==> config.mk <==
export PLATFORM = sky130hd
export DESIGN_NAME = sesq_top
export DESIGN_NICKNAME = d
export VERILOG_FILES = /design/src/core/sesq_pkg.sv /design/src/core/sesq_top.sv
export VERILOG_INCLUDE_DIRS = /design/src /design/src/core
export SDC_FILE = /design/constraint.sdc
export NUM_CORES = 1
export LEC_CHECK = 0
export BUFFER_PORTS_ARGS = -buffer_cell sky130_fd_sc_hd__buf_2
export CORE_MARGIN = 1
export CORE_UTILIZATION = 43
export DETAILED_ROUTE_END_ITERATION = 10
export PLACE_DENSITY = 0.79
export SLEW_MARGIN = 10
export SYNTH_ARGS = -nofsm -noshare
export SYNTH_HDL_FRONTEND = slang
export SYNTH_SLANG_ARGS = --single-unit
==> constraint.sdc <==
create_clock -name sys_clk -period 1.6 [get_ports sys_clk]
set_input_delay 0.32 -clock sys_clk [delete_from_list [all_inputs] [get_ports sys_clk]]
set_output_delay 0.32 -clock sys_clk [all_outputs]
set_load 0.02 [all_outputs]
==> src/core/sesq_map.svh <==
`ifndef SESQ_MAP_SVH
`define SESQ_MAP_SVH

// Event bit positions of the standard event status register
`define SESQ_BIT_PON 7
`define SESQ_BIT_CME 5
`define SESQ_BIT_EXE 4
`define SESQ_BIT_DDE 3
`define SESQ_BIT_QYE 2
`define SESQ_BIT_OPC 0

// Bits 6 and 1 are never implemented and read as zero
`define SESQ_ESR_MASK 8'hbd

// Reset values
`define SESQ_ESR_RST 8'h00
`define SESQ_ESE_RST 8'h00

// Output queue depth in bytes, sized to match the level input
`define SESQ_OQ_DEPTH 9'h100
`define SESQ_OQ_EMPTY 9'h000

`endif

==> src/core/sesq_pkg.sv <==
`default_nettype none

package sesq_pkg;

  // Power-on sequence phases
  typedef enum logic [1:0]
  {
    SESQ_RUN  = 2'b00,
    SESQ_PCLR = 2'b01,
    SESQ_PSET = 2'b10
  } sesq_phase_type;

  // One-cycle event pulses from the command engine
  typedef struct packed
  {
    logic cmdErr;
    logic exeErr;
    logic devErr;
    logic opDone;
  } sesq_event_type;

  // Complete state of the block
  typedef struct packed
  {
    sesq_phase_type phase;
    logic [7:0]     standard_event_status;
    logic [7:0]     standard_event_enable;
    logic           progRx;
    logic           respTx;
    logic           pwrS1;
    logic           pwrS2;
    logic           pwrS3;
    logic [7:0]     respData;
    logic           respValid;
    logic           inFlush;
    logic           outFlush;
    logic           respRestart;
    logic           esbSum;
  } sesq_state_type;

endpackage : sesq_pkg

`default_nettype wire

==> src/core/sesq_top.sv <==
// Behaviour
// RULE_01 - Talk address mid-message flushes both buffers, sets query error.
// RULE_02 - Listen address mid-response flushes the output, sets query error.
// RULE_03 - A new program message while a response is unread drops it.
// RULE_04 - Query at full 256-byte queue flushes, restarts, sets query error.
// RULE_05 - The status query returns the register value and then clears it.
// RULE_06 - No external write can set event status bits, only clear them.
// RULE_07 - The clear-status command clears the event status register.
// RULE_08 - With the flag true, power-on clears then records the power event.
// RULE_09 - The enable query returns the enable register and keeps it.
// RULE_10 - An enable write loads the bits whose weights sum to its value.
// RULE_11 - An enable write of zero clears the enable register.
// RULE_12 - Power-on clears the enable if the flag is true or has no command.
// RULE_13 - Enable survives device clear, reset and clear-status commands.
// RULE_14 - Events sit at bits 7, 5, 4, 3, 2 and 0; bits 6 and 1 read zero.
// RULE_15 - The OR of set and enabled bits drives the summary bit.
// RULE_16 - Bits latch until cleared, so coincident events are all kept.
`timescale 1ns/1ps
`default_nettype none
`include "sesq_map.svh"

module sesq_top
(
  input  wire logic                    sys_clk,
  input  wire logic                    rst,
  input  wire logic                    powerOn,
  input  wire logic                    pscFlag,
  input  wire logic                    pscImpl,
  input  wire sesq_pkg::sesq_event_type evIn,
  input  wire logic                    progByte,
  input  wire logic                    progTerm,
  input  wire logic                    respByte,
  input  wire logic                    respTerm,
  input  wire logic                    talkAddr,
  input  wire logic                    listenAddr,
  input  wire logic                    queryRx,
  input  wire logic [8:0]              outLevel,
  input  wire logic                    clsCmd,
  input  wire logic                    esrQuery,
  input  wire logic                    eseQuery,
  input  wire logic                    eseWrite,
  input  wire logic [7:0]              eseValue,
  output logic [7:0]                   respData,
  output logic                         respValid,
  output logic                         inFlush,
  output logic                         outFlush,
  output logic                         respRestart,
  output logic                         esbSummary,
  output logic [7:0]                   esrView
);

  sesq_pkg::sesq_state_type st_ff;
  sesq_pkg::sesq_state_type nxt_st;

  logic [7:0] setVec;
  logic       clrEsr;
  logic       abortProg;
  logic       abortResp;
  logic       dropResp;
  logic       overflow;
  logic       pwrRise;

  // Builds a one-hot byte for an event position
  function automatic logic [7:0] bitOf(input int pos);
    logic [7:0] v;
    v = 8'h00;
    v[pos[2:0]] = 1'b1;
    return v;
  endfunction : bitOf

  // Next-state logic for the whole block
  always_comb
  begin
    nxt_st = st_ff;

    // Power pin crosses in through two flops before edge detection
    nxt_st.pwrS1 = powerOn;
    nxt_st.pwrS2 = st_ff.pwrS1;
    nxt_st.pwrS3 = st_ff.pwrS2;
    pwrRise = st_ff.pwrS2 & ~st_ff.pwrS3;

    // Query error causes, and the unread-response drop, which sets no error
    abortProg = talkAddr & st_ff.progRx; // RULE_01
    abortResp = listenAddr & st_ff.respTx; // RULE_02
    dropResp = progByte & ~st_ff.progRx
             & (outLevel != `SESQ_OQ_EMPTY); // RULE_03
    overflow = queryRx & (outLevel == `SESQ_OQ_DEPTH); // RULE_04

    // Event bits set this cycle; bits 6 and 1 never appear
    setVec = 8'h00;
    if (evIn.cmdErr)
      setVec = setVec | bitOf(`SESQ_BIT_CME); // RULE_14
    if (evIn.exeErr)
      setVec = setVec | bitOf(`SESQ_BIT_EXE);
    if (evIn.devErr)
      setVec = setVec | bitOf(`SESQ_BIT_DDE);
    if (evIn.opDone)
      setVec = setVec | bitOf(`SESQ_BIT_OPC);
    if (abortProg | abortResp | overflow)
      setVec = setVec | bitOf(`SESQ_BIT_QYE); // RULE_01 RULE_02 RULE_04
    if (st_ff.phase == sesq_pkg::SESQ_PSET)
      setVec = setVec | bitOf(`SESQ_BIT_PON); // RULE_08

    // Clearing actions; software has no path that sets a bit
    clrEsr = clsCmd | esrQuery // RULE_05 RULE_07
           | ((st_ff.phase == sesq_pkg::SESQ_PCLR) & pscFlag); // RULE_08

    // Set wins over clear so an event in the clearing cycle survives
    nxt_st.standard_event_status = ((clrEsr ? `SESQ_ESR_RST : st_ff.standard_event_status) | setVec)
               & `SESQ_ESR_MASK; // RULE_06 RULE_16 RULE_14

    // Enable register: only its own command and power-on touch it
    if ((st_ff.phase == sesq_pkg::SESQ_PCLR) & (pscFlag | ~pscImpl))
      nxt_st.standard_event_enable = `SESQ_ESE_RST; // RULE_12
    else if (eseWrite)
      nxt_st.standard_event_enable = eseValue; // RULE_10 RULE_11
    // Clear-status deliberately absent here // RULE_13

    // Power-on sequence: clear first where the flags call for it, then record the power event
    unique case (st_ff.phase)
      sesq_pkg::SESQ_RUN:
      begin
        if (pwrRise)
          nxt_st.phase = sesq_pkg::SESQ_PCLR;
      end
      sesq_pkg::SESQ_PCLR:
      begin
        nxt_st.phase = sesq_pkg::SESQ_PSET; // RULE_08
      end
      sesq_pkg::SESQ_PSET:
      begin
        nxt_st.phase = sesq_pkg::SESQ_RUN;
      end
      default:
      begin
        nxt_st.phase = sesq_pkg::SESQ_RUN;
      end
    endcase

    // Program message tracking; talk abort wins over new bytes
    if (abortProg | progTerm)
      nxt_st.progRx = 1'b0; // RULE_01
    else if (progByte)
      nxt_st.progRx = 1'b1;

    // Response tracking; listen abort, drop or overflow ends the response in progress
    if (abortResp | dropResp | overflow | respTerm)
      nxt_st.respTx = 1'b0; // RULE_02 RULE_03
    else if (respByte)
      nxt_st.respTx = 1'b1;

    // Flush and restart strobes, one cycle each
    nxt_st.inFlush = abortProg; // RULE_01
    nxt_st.outFlush = abortProg | abortResp
                    | dropResp | overflow; // RULE_02 RULE_03 RULE_04
    nxt_st.respRestart = abortResp | dropResp | overflow; // RULE_04

    // Query answers carry the plain binary value; the formatter
    // turns it into decimal text, so no divider is spent here
    nxt_st.respValid = esrQuery | eseQuery;
    if (esrQuery)
      nxt_st.respData = st_ff.standard_event_status & `SESQ_ESR_MASK; // RULE_05
    else if (eseQuery)
      nxt_st.respData = st_ff.standard_event_enable; // RULE_09

    // Summary is formed from next values so it tracks the registers
    nxt_st.esbSum = |(nxt_st.standard_event_status & nxt_st.standard_event_enable); // RULE_15
  end

  // State register
  always_ff @(posedge sys_clk)
  begin
    if (rst)
    begin
      st_ff <= '0;
    end
    else
    begin
      st_ff <= nxt_st;
    end
  end

  // Outputs straight from flops
  assign respData    = st_ff.respData;
  assign respValid   = st_ff.respValid;
  assign inFlush     = st_ff.inFlush;
  assign outFlush    = st_ff.outFlush;
  assign respRestart = st_ff.respRestart;
  assign esbSummary  = st_ff.esbSum;
  assign esrView     = st_ff.standard_event_status;
endmodule : sesq_top

`default_nettype wire

## Word-level counts from Yosys, hierarchy flattened

Index checks and enable logic that the tools add are counted.

- Reductions and logical operators: 7
- Bitwise logic cells: 25
- Mux-type cells: 13
- Equal/unequal tests: 4

Operators with widths:

| cell | count |
|---|---|
| $mux W8 | 6 |
| $or A1 B1 Y1 | 12 |
| $eq A9 B9 Y1 const B | 1 |
| $reduce_bool A9 Y1 | 1 |
| $and A1 B1 Y1 | 8 |
| $and A8 B8 Y8 | 1 |
| $or A8 B8 Y8 | 1 |
| $reduce_or A8 Y1 | 1 |
| $mux W6 | 1 |
| $reduce_or A2 Y1 | 3 |
| $mux W5 | 1 |
| $mux W4 | 1 |
| $pmux W2 S2 | 1 |
| $mux W3 | 1 |
| $not A1 Y1 | 3 |
| $eq A2 B1 Y1 const B | 1 |
| $eq A2 B2 Y1 const B | 1 |
| $logic_not A2 Y1 | 1 |
| $mux W2 | 1 |
| $ne A2 B2 Y1 const B | 1 |
| $reduce_bool A2 Y1 | 1 |
| $mux W1 | 1 |

- Flip-flop bits (word level): 36
- Logic and storage cells: 65
- Input port bits: 37

## Longest topological paths before layout

- Depth after elaboration: 9
- Gate-level depth with buffers: 5
- Gate-level depth less buffers: 4

## Worst setup path after synthesis

OpenSTA, ideal clock, no wires.

- Path type: input port to flip-flop
- Start: input outLevel[5]
- End: register st_ff[16] in the netlist's numbering
- Buffers on the path: 0
- Setup slack: 65 ps
- Arrival: 1,404 ps
- Cell stages on the path: 4
- Library setup time: 131 ps
- Cells stage by stage: or4_4 o32a_1 o21bai_2 nor4_1

- Cells in the longest elaborated chain, start to end: 6
- Elaborated cells on any way between the ends: 8
- Classes of those cells: eq/ne: 1; bitwise: 5; reduce/logical: 2

Ends and longest elaborated chain:

| what | line | RTL |
|---|---|---|
| start, declared | sesq_top.sv:37 | `input wire logic [8:0] outLevel,` |
| $reduce_bool A9 Y1 (no line) | n/a |  |
| $and A1 B1 Y1 | sesq_top.sv:85 | `dropResp = progByte & ~st_ff.progRx` |
| $or A1 B1 Y1 | sesq_top.sv:147 | `if (abortResp \| dropResp \| overflow \| respTerm)` |
| $or A1 B1 Y1 (*) (2 in series) | sesq_top.sv:147 |  |
| $reduce_or A2 Y1 (no line) (*) | n/a |  |
| end signal, assigned | sesq_top.sv:179 | `st_ff <= nxt_st;` |
| end, declared | sesq_top.sv:52 | `sesq_pkg::sesq_state_type st_ff;` |

Mark *: on every way between the ends. The rest lies on a longest branch, timed or not.
A chain may end at the register's enable or synchronous reset.

## Final worst setup path

- Start: register st_ff[34] in the netlist's numbering
- End: register st_ff, in the netlist esbSummary

- Cells in the longest elaborated chain, start to end: 7
- Elaborated cells on any way between the ends: 11
- Classes of those cells: eq/ne: 2; mux: 3; bitwise: 5; reduce/logical: 1

Ends and longest elaborated chain:

| what | line | RTL |
|---|---|---|
| $eq A2 B1 Y1 | sesq_top.sv:106, sesq_top.sv:113 |  |
| $and A1 B1 Y1 | sesq_top.sv:106 | `\| ((st_ff.phase == sesq_pkg::SESQ_PCLR) & pscFlag);` |
| $or A1 B1 Y1 | sesq_top.sv:106 |  |
| $mux W8 | sesq_top.sv:109 | `` nxt_st.standard_event_status = ((clrEsr ? `SESQ_ESR_RST : st_ff.standard_event_status) \| setVec) `` |
| $or A8 B8 Y8 | sesq_top.sv:109 |  |
| $and A8 B8 Y8 (*) | sesq_top.sv:167 | `nxt_st.esbSum = \|(nxt_st.standard_event_status & nxt_st.standard_event_enable);` |
| $reduce_or A8 Y1 (*) | sesq_top.sv:167 |  |

Marks and branches as above.

==> metrics.txt <==
cts bufs inserted 5; dpl cell area 1700 µm²; Mapped Avg Cell Area 9.42 µm²; core box area 3130 µm²; Slew Viols, Final 0; fin area 1740 µm²; drt first pass iters 4; initial DRC count 31; startpoint types register; Max Cap Violations 0; hold_buf cts 0; clk slew on worst S/H paths about 0.09 ns; HP Class in2reg; logic gate share of total power 15.3%; synth unique cells 31; worst setup margin between 0.1 and 0.15 ns; Post-Syn Area 1460 µm²; Peak VDD IR 0.454 mV; critical-path maximum fanout 5; io pins 58; Clk pwr share 26.5%; gr ovfl total 0; Synth async-reset ratio 0%; fillers ~300; Cell Int Power 1.17 mW; clock latency on the worst-skew pair 0.32 ns; post-route minimum period around 1.5 ns; share of cells above drive strength 1 between 30% and 40%; Rows 20; RSZ-0062 raised after global routing no; Total Wirelength 2790 µm; sequential element share of the synthesized area 46.6%; EDFF count, synth 0; initial antenna violation count 0; final setup fails 0; Setup Skew 0.00222 ns; Syn Inst Count between 150 and 200; die height roughly 60 µm; largest net degree at the start of global routing 16; full die area 3630 µm²; H-tree levels 2; Root Buffer clkbuf_4; ant diodes 0; setup bufs post-CTS 0; first-pass GRT wire length roughly 4400 µm; PwrDens 894 nW/µm²; GR Util All Layers between 10% and 20%; Worst Setup End Kind register; port bufs 55; dpl ws -0.0937 ns; f_max 0.686 GHz; part of the cycle the worst path needs between 90% and 100%; sequential power share 58.1%; Sw Pwr 0.392 mW; CTS-repair resized insts 0; sw frac about 25%; ANT nets after route 0; vias per std cell around 4.7; Longest Clk Path Bufs 2; Static Leak 0.836 nW; via count roughly 1.2k; Hold Fails Final Rpt 0; CP Class reg2reg; Routed WL per cell 11.3 µm; starting density of the core 46.7%; Post-layout nets between 200 and 250; ys flop type dfxtp_1; FF+latch count, synth 34; Worst Path Required between 1.5 and 2 ns; status completed; CTS sink count 34; vias in the first global route about 1k; Layout area overhead 19.5%; Detailed Place HPWL between 2000 and 2500 µm; DRC 0; CTS tree done; Worst EP arrival approximately 1.7 ns; yosys warns 0; Placer Congestion 0.770; Die W 60.3 µm
==> worst max-delay path: stages, from the launching register on <==
cell and delay [ns]:
dfxtp_1 0.37, nand3b_1 0.22, a31o_2 0.30, a222oi_1 0.30, a41oi_1 0.14
==> power by group through the flow <==
stage / clock network (mW) / registers, mW / logic [mW]
after detailed placement: 0 / 0.926 / 0.240
after global routing: 0.483 / 0.911 / 0.264
after global placement: 0 / 0.925 / 0.238
after CTS: 0.436 / 0.907 / 0.241
after floorplan: 0 / 0.932 / 0.160
final: 0.414 / 0.906 / 0.239
==> final timing paths <==
kind | cells past startpoint | slack (ns) | start | end
worst max-delay path | 4 | 0.14 | st_ff[34] | esbSummary
worst min-delay path | 2 | 0.15 | respTerm | st_ff[16]
worst max register to register | 4 | 0.14 | st_ff[34] | esbSummary
worst min register to register | 1 | 0.39 | st_ff[13] | st_ff[34]
==> cells in the mapped netlist, drive strengths merged (2+ instances only) <==
cell	count	area [µm²]
nor3	5	25.0
or4	2	18.8
buf	17	125
nor2	23	86.3
dfxtp	34	681
a21oi	10	50.1
o21ba	2	20.0
a31o	4	35.0
nand2b	2	12.5
mux2	2	22.5
mux2i	14	140
nand3	2	10.0
clkbuf	6	22.5
nand2	2	7.51
inv	3	11.3
nor2b	12	75.1
nor4	2	12.5
and2	2	12.5
==> cell usage in the layout (no fill, tap or decap), types with 2 or more instances in the layout <==
master    Yosys  layout
mux2i_1      14      14
and2_1        2       2
clkbuf_1      6       2
nor4_1        2       2
conb_1        1       2
nand2_1       2       2
nor3_1        5       5
nor2_1       23      23
nor2b_1      12      12
inv_1         3       3
mux2_2        2       2
a21oi_1      10      10
buf_2         1      55
nand3_1       2       2
a31o_2        4       4
clkbuf_4      0       5
dfxtp_1      34      34
buf_4        16       7
nand2b_1      2       2
o21ba_2       2       2
==> area by class of cell <==
cell class	count	area, µm²	share of cell area [%]
Clock buffer	7	45.0	2.58
Inverter	3	11.3	0.646
Multi-Input combinational cell	96	624	35.8
Sequential cell	34	681	39.0
Tap cell	44	55.1	3.16
Timing Repair Buffer	62	328	18.8
==> layer usage <==
metal	global-route usage, %	vias to the layer above	routed length [µm]
met2	26.2	54	1180
met1	20.3	503	1320
met4	7.97	0	44
met5	0	-	0
met3	8.01	4	241
li1	-	607	-
==> logic make-up (layout without fill, tap and decap cells) <==
family          count (synthesis)  after routing  share of synthesized area (%)
compound gates                 23             23                           11.7
buf+inv                        26             72                           10.9
flops                          34             34                           46.6
mux                            16             16                           11.1
other cells                     1              2                          0.257
simple gates                   55             55                           19.5
==> sequential cells by signal (all words and copies together), names as in the netlist <==
register / cells
respRestart: 1
esbSummary: 1
inFlush: 1
outFlush: 1
st_ff: 13
nxt_st: 2
respValid: 1
respData: 8
esrView: 6
==> per-stage QoR <==
stage | util, % | std cells | setup TNS [ns] | hold slack (ns) | total power, mW
2_1_floorplan | - | 156 | 0 | 0.374 | 1.09
3_3_place_gp | 54.3 | 239 | -0.204 | 0.376 | 1.16
3_5_place_dp | 54.3 | 239 | -0.284 | 0.383 | 1.17
4_1_cts | 55.8 | 246 | 0 | 0.127 | 1.58
5_1_grt | 55.8 | 246 | 0 | 0.114 | 1.66
6_report | 55.8 | 246 | 0 | 0.146 | 1.56
Note: power is estimated with default switching activity, not from simulation.
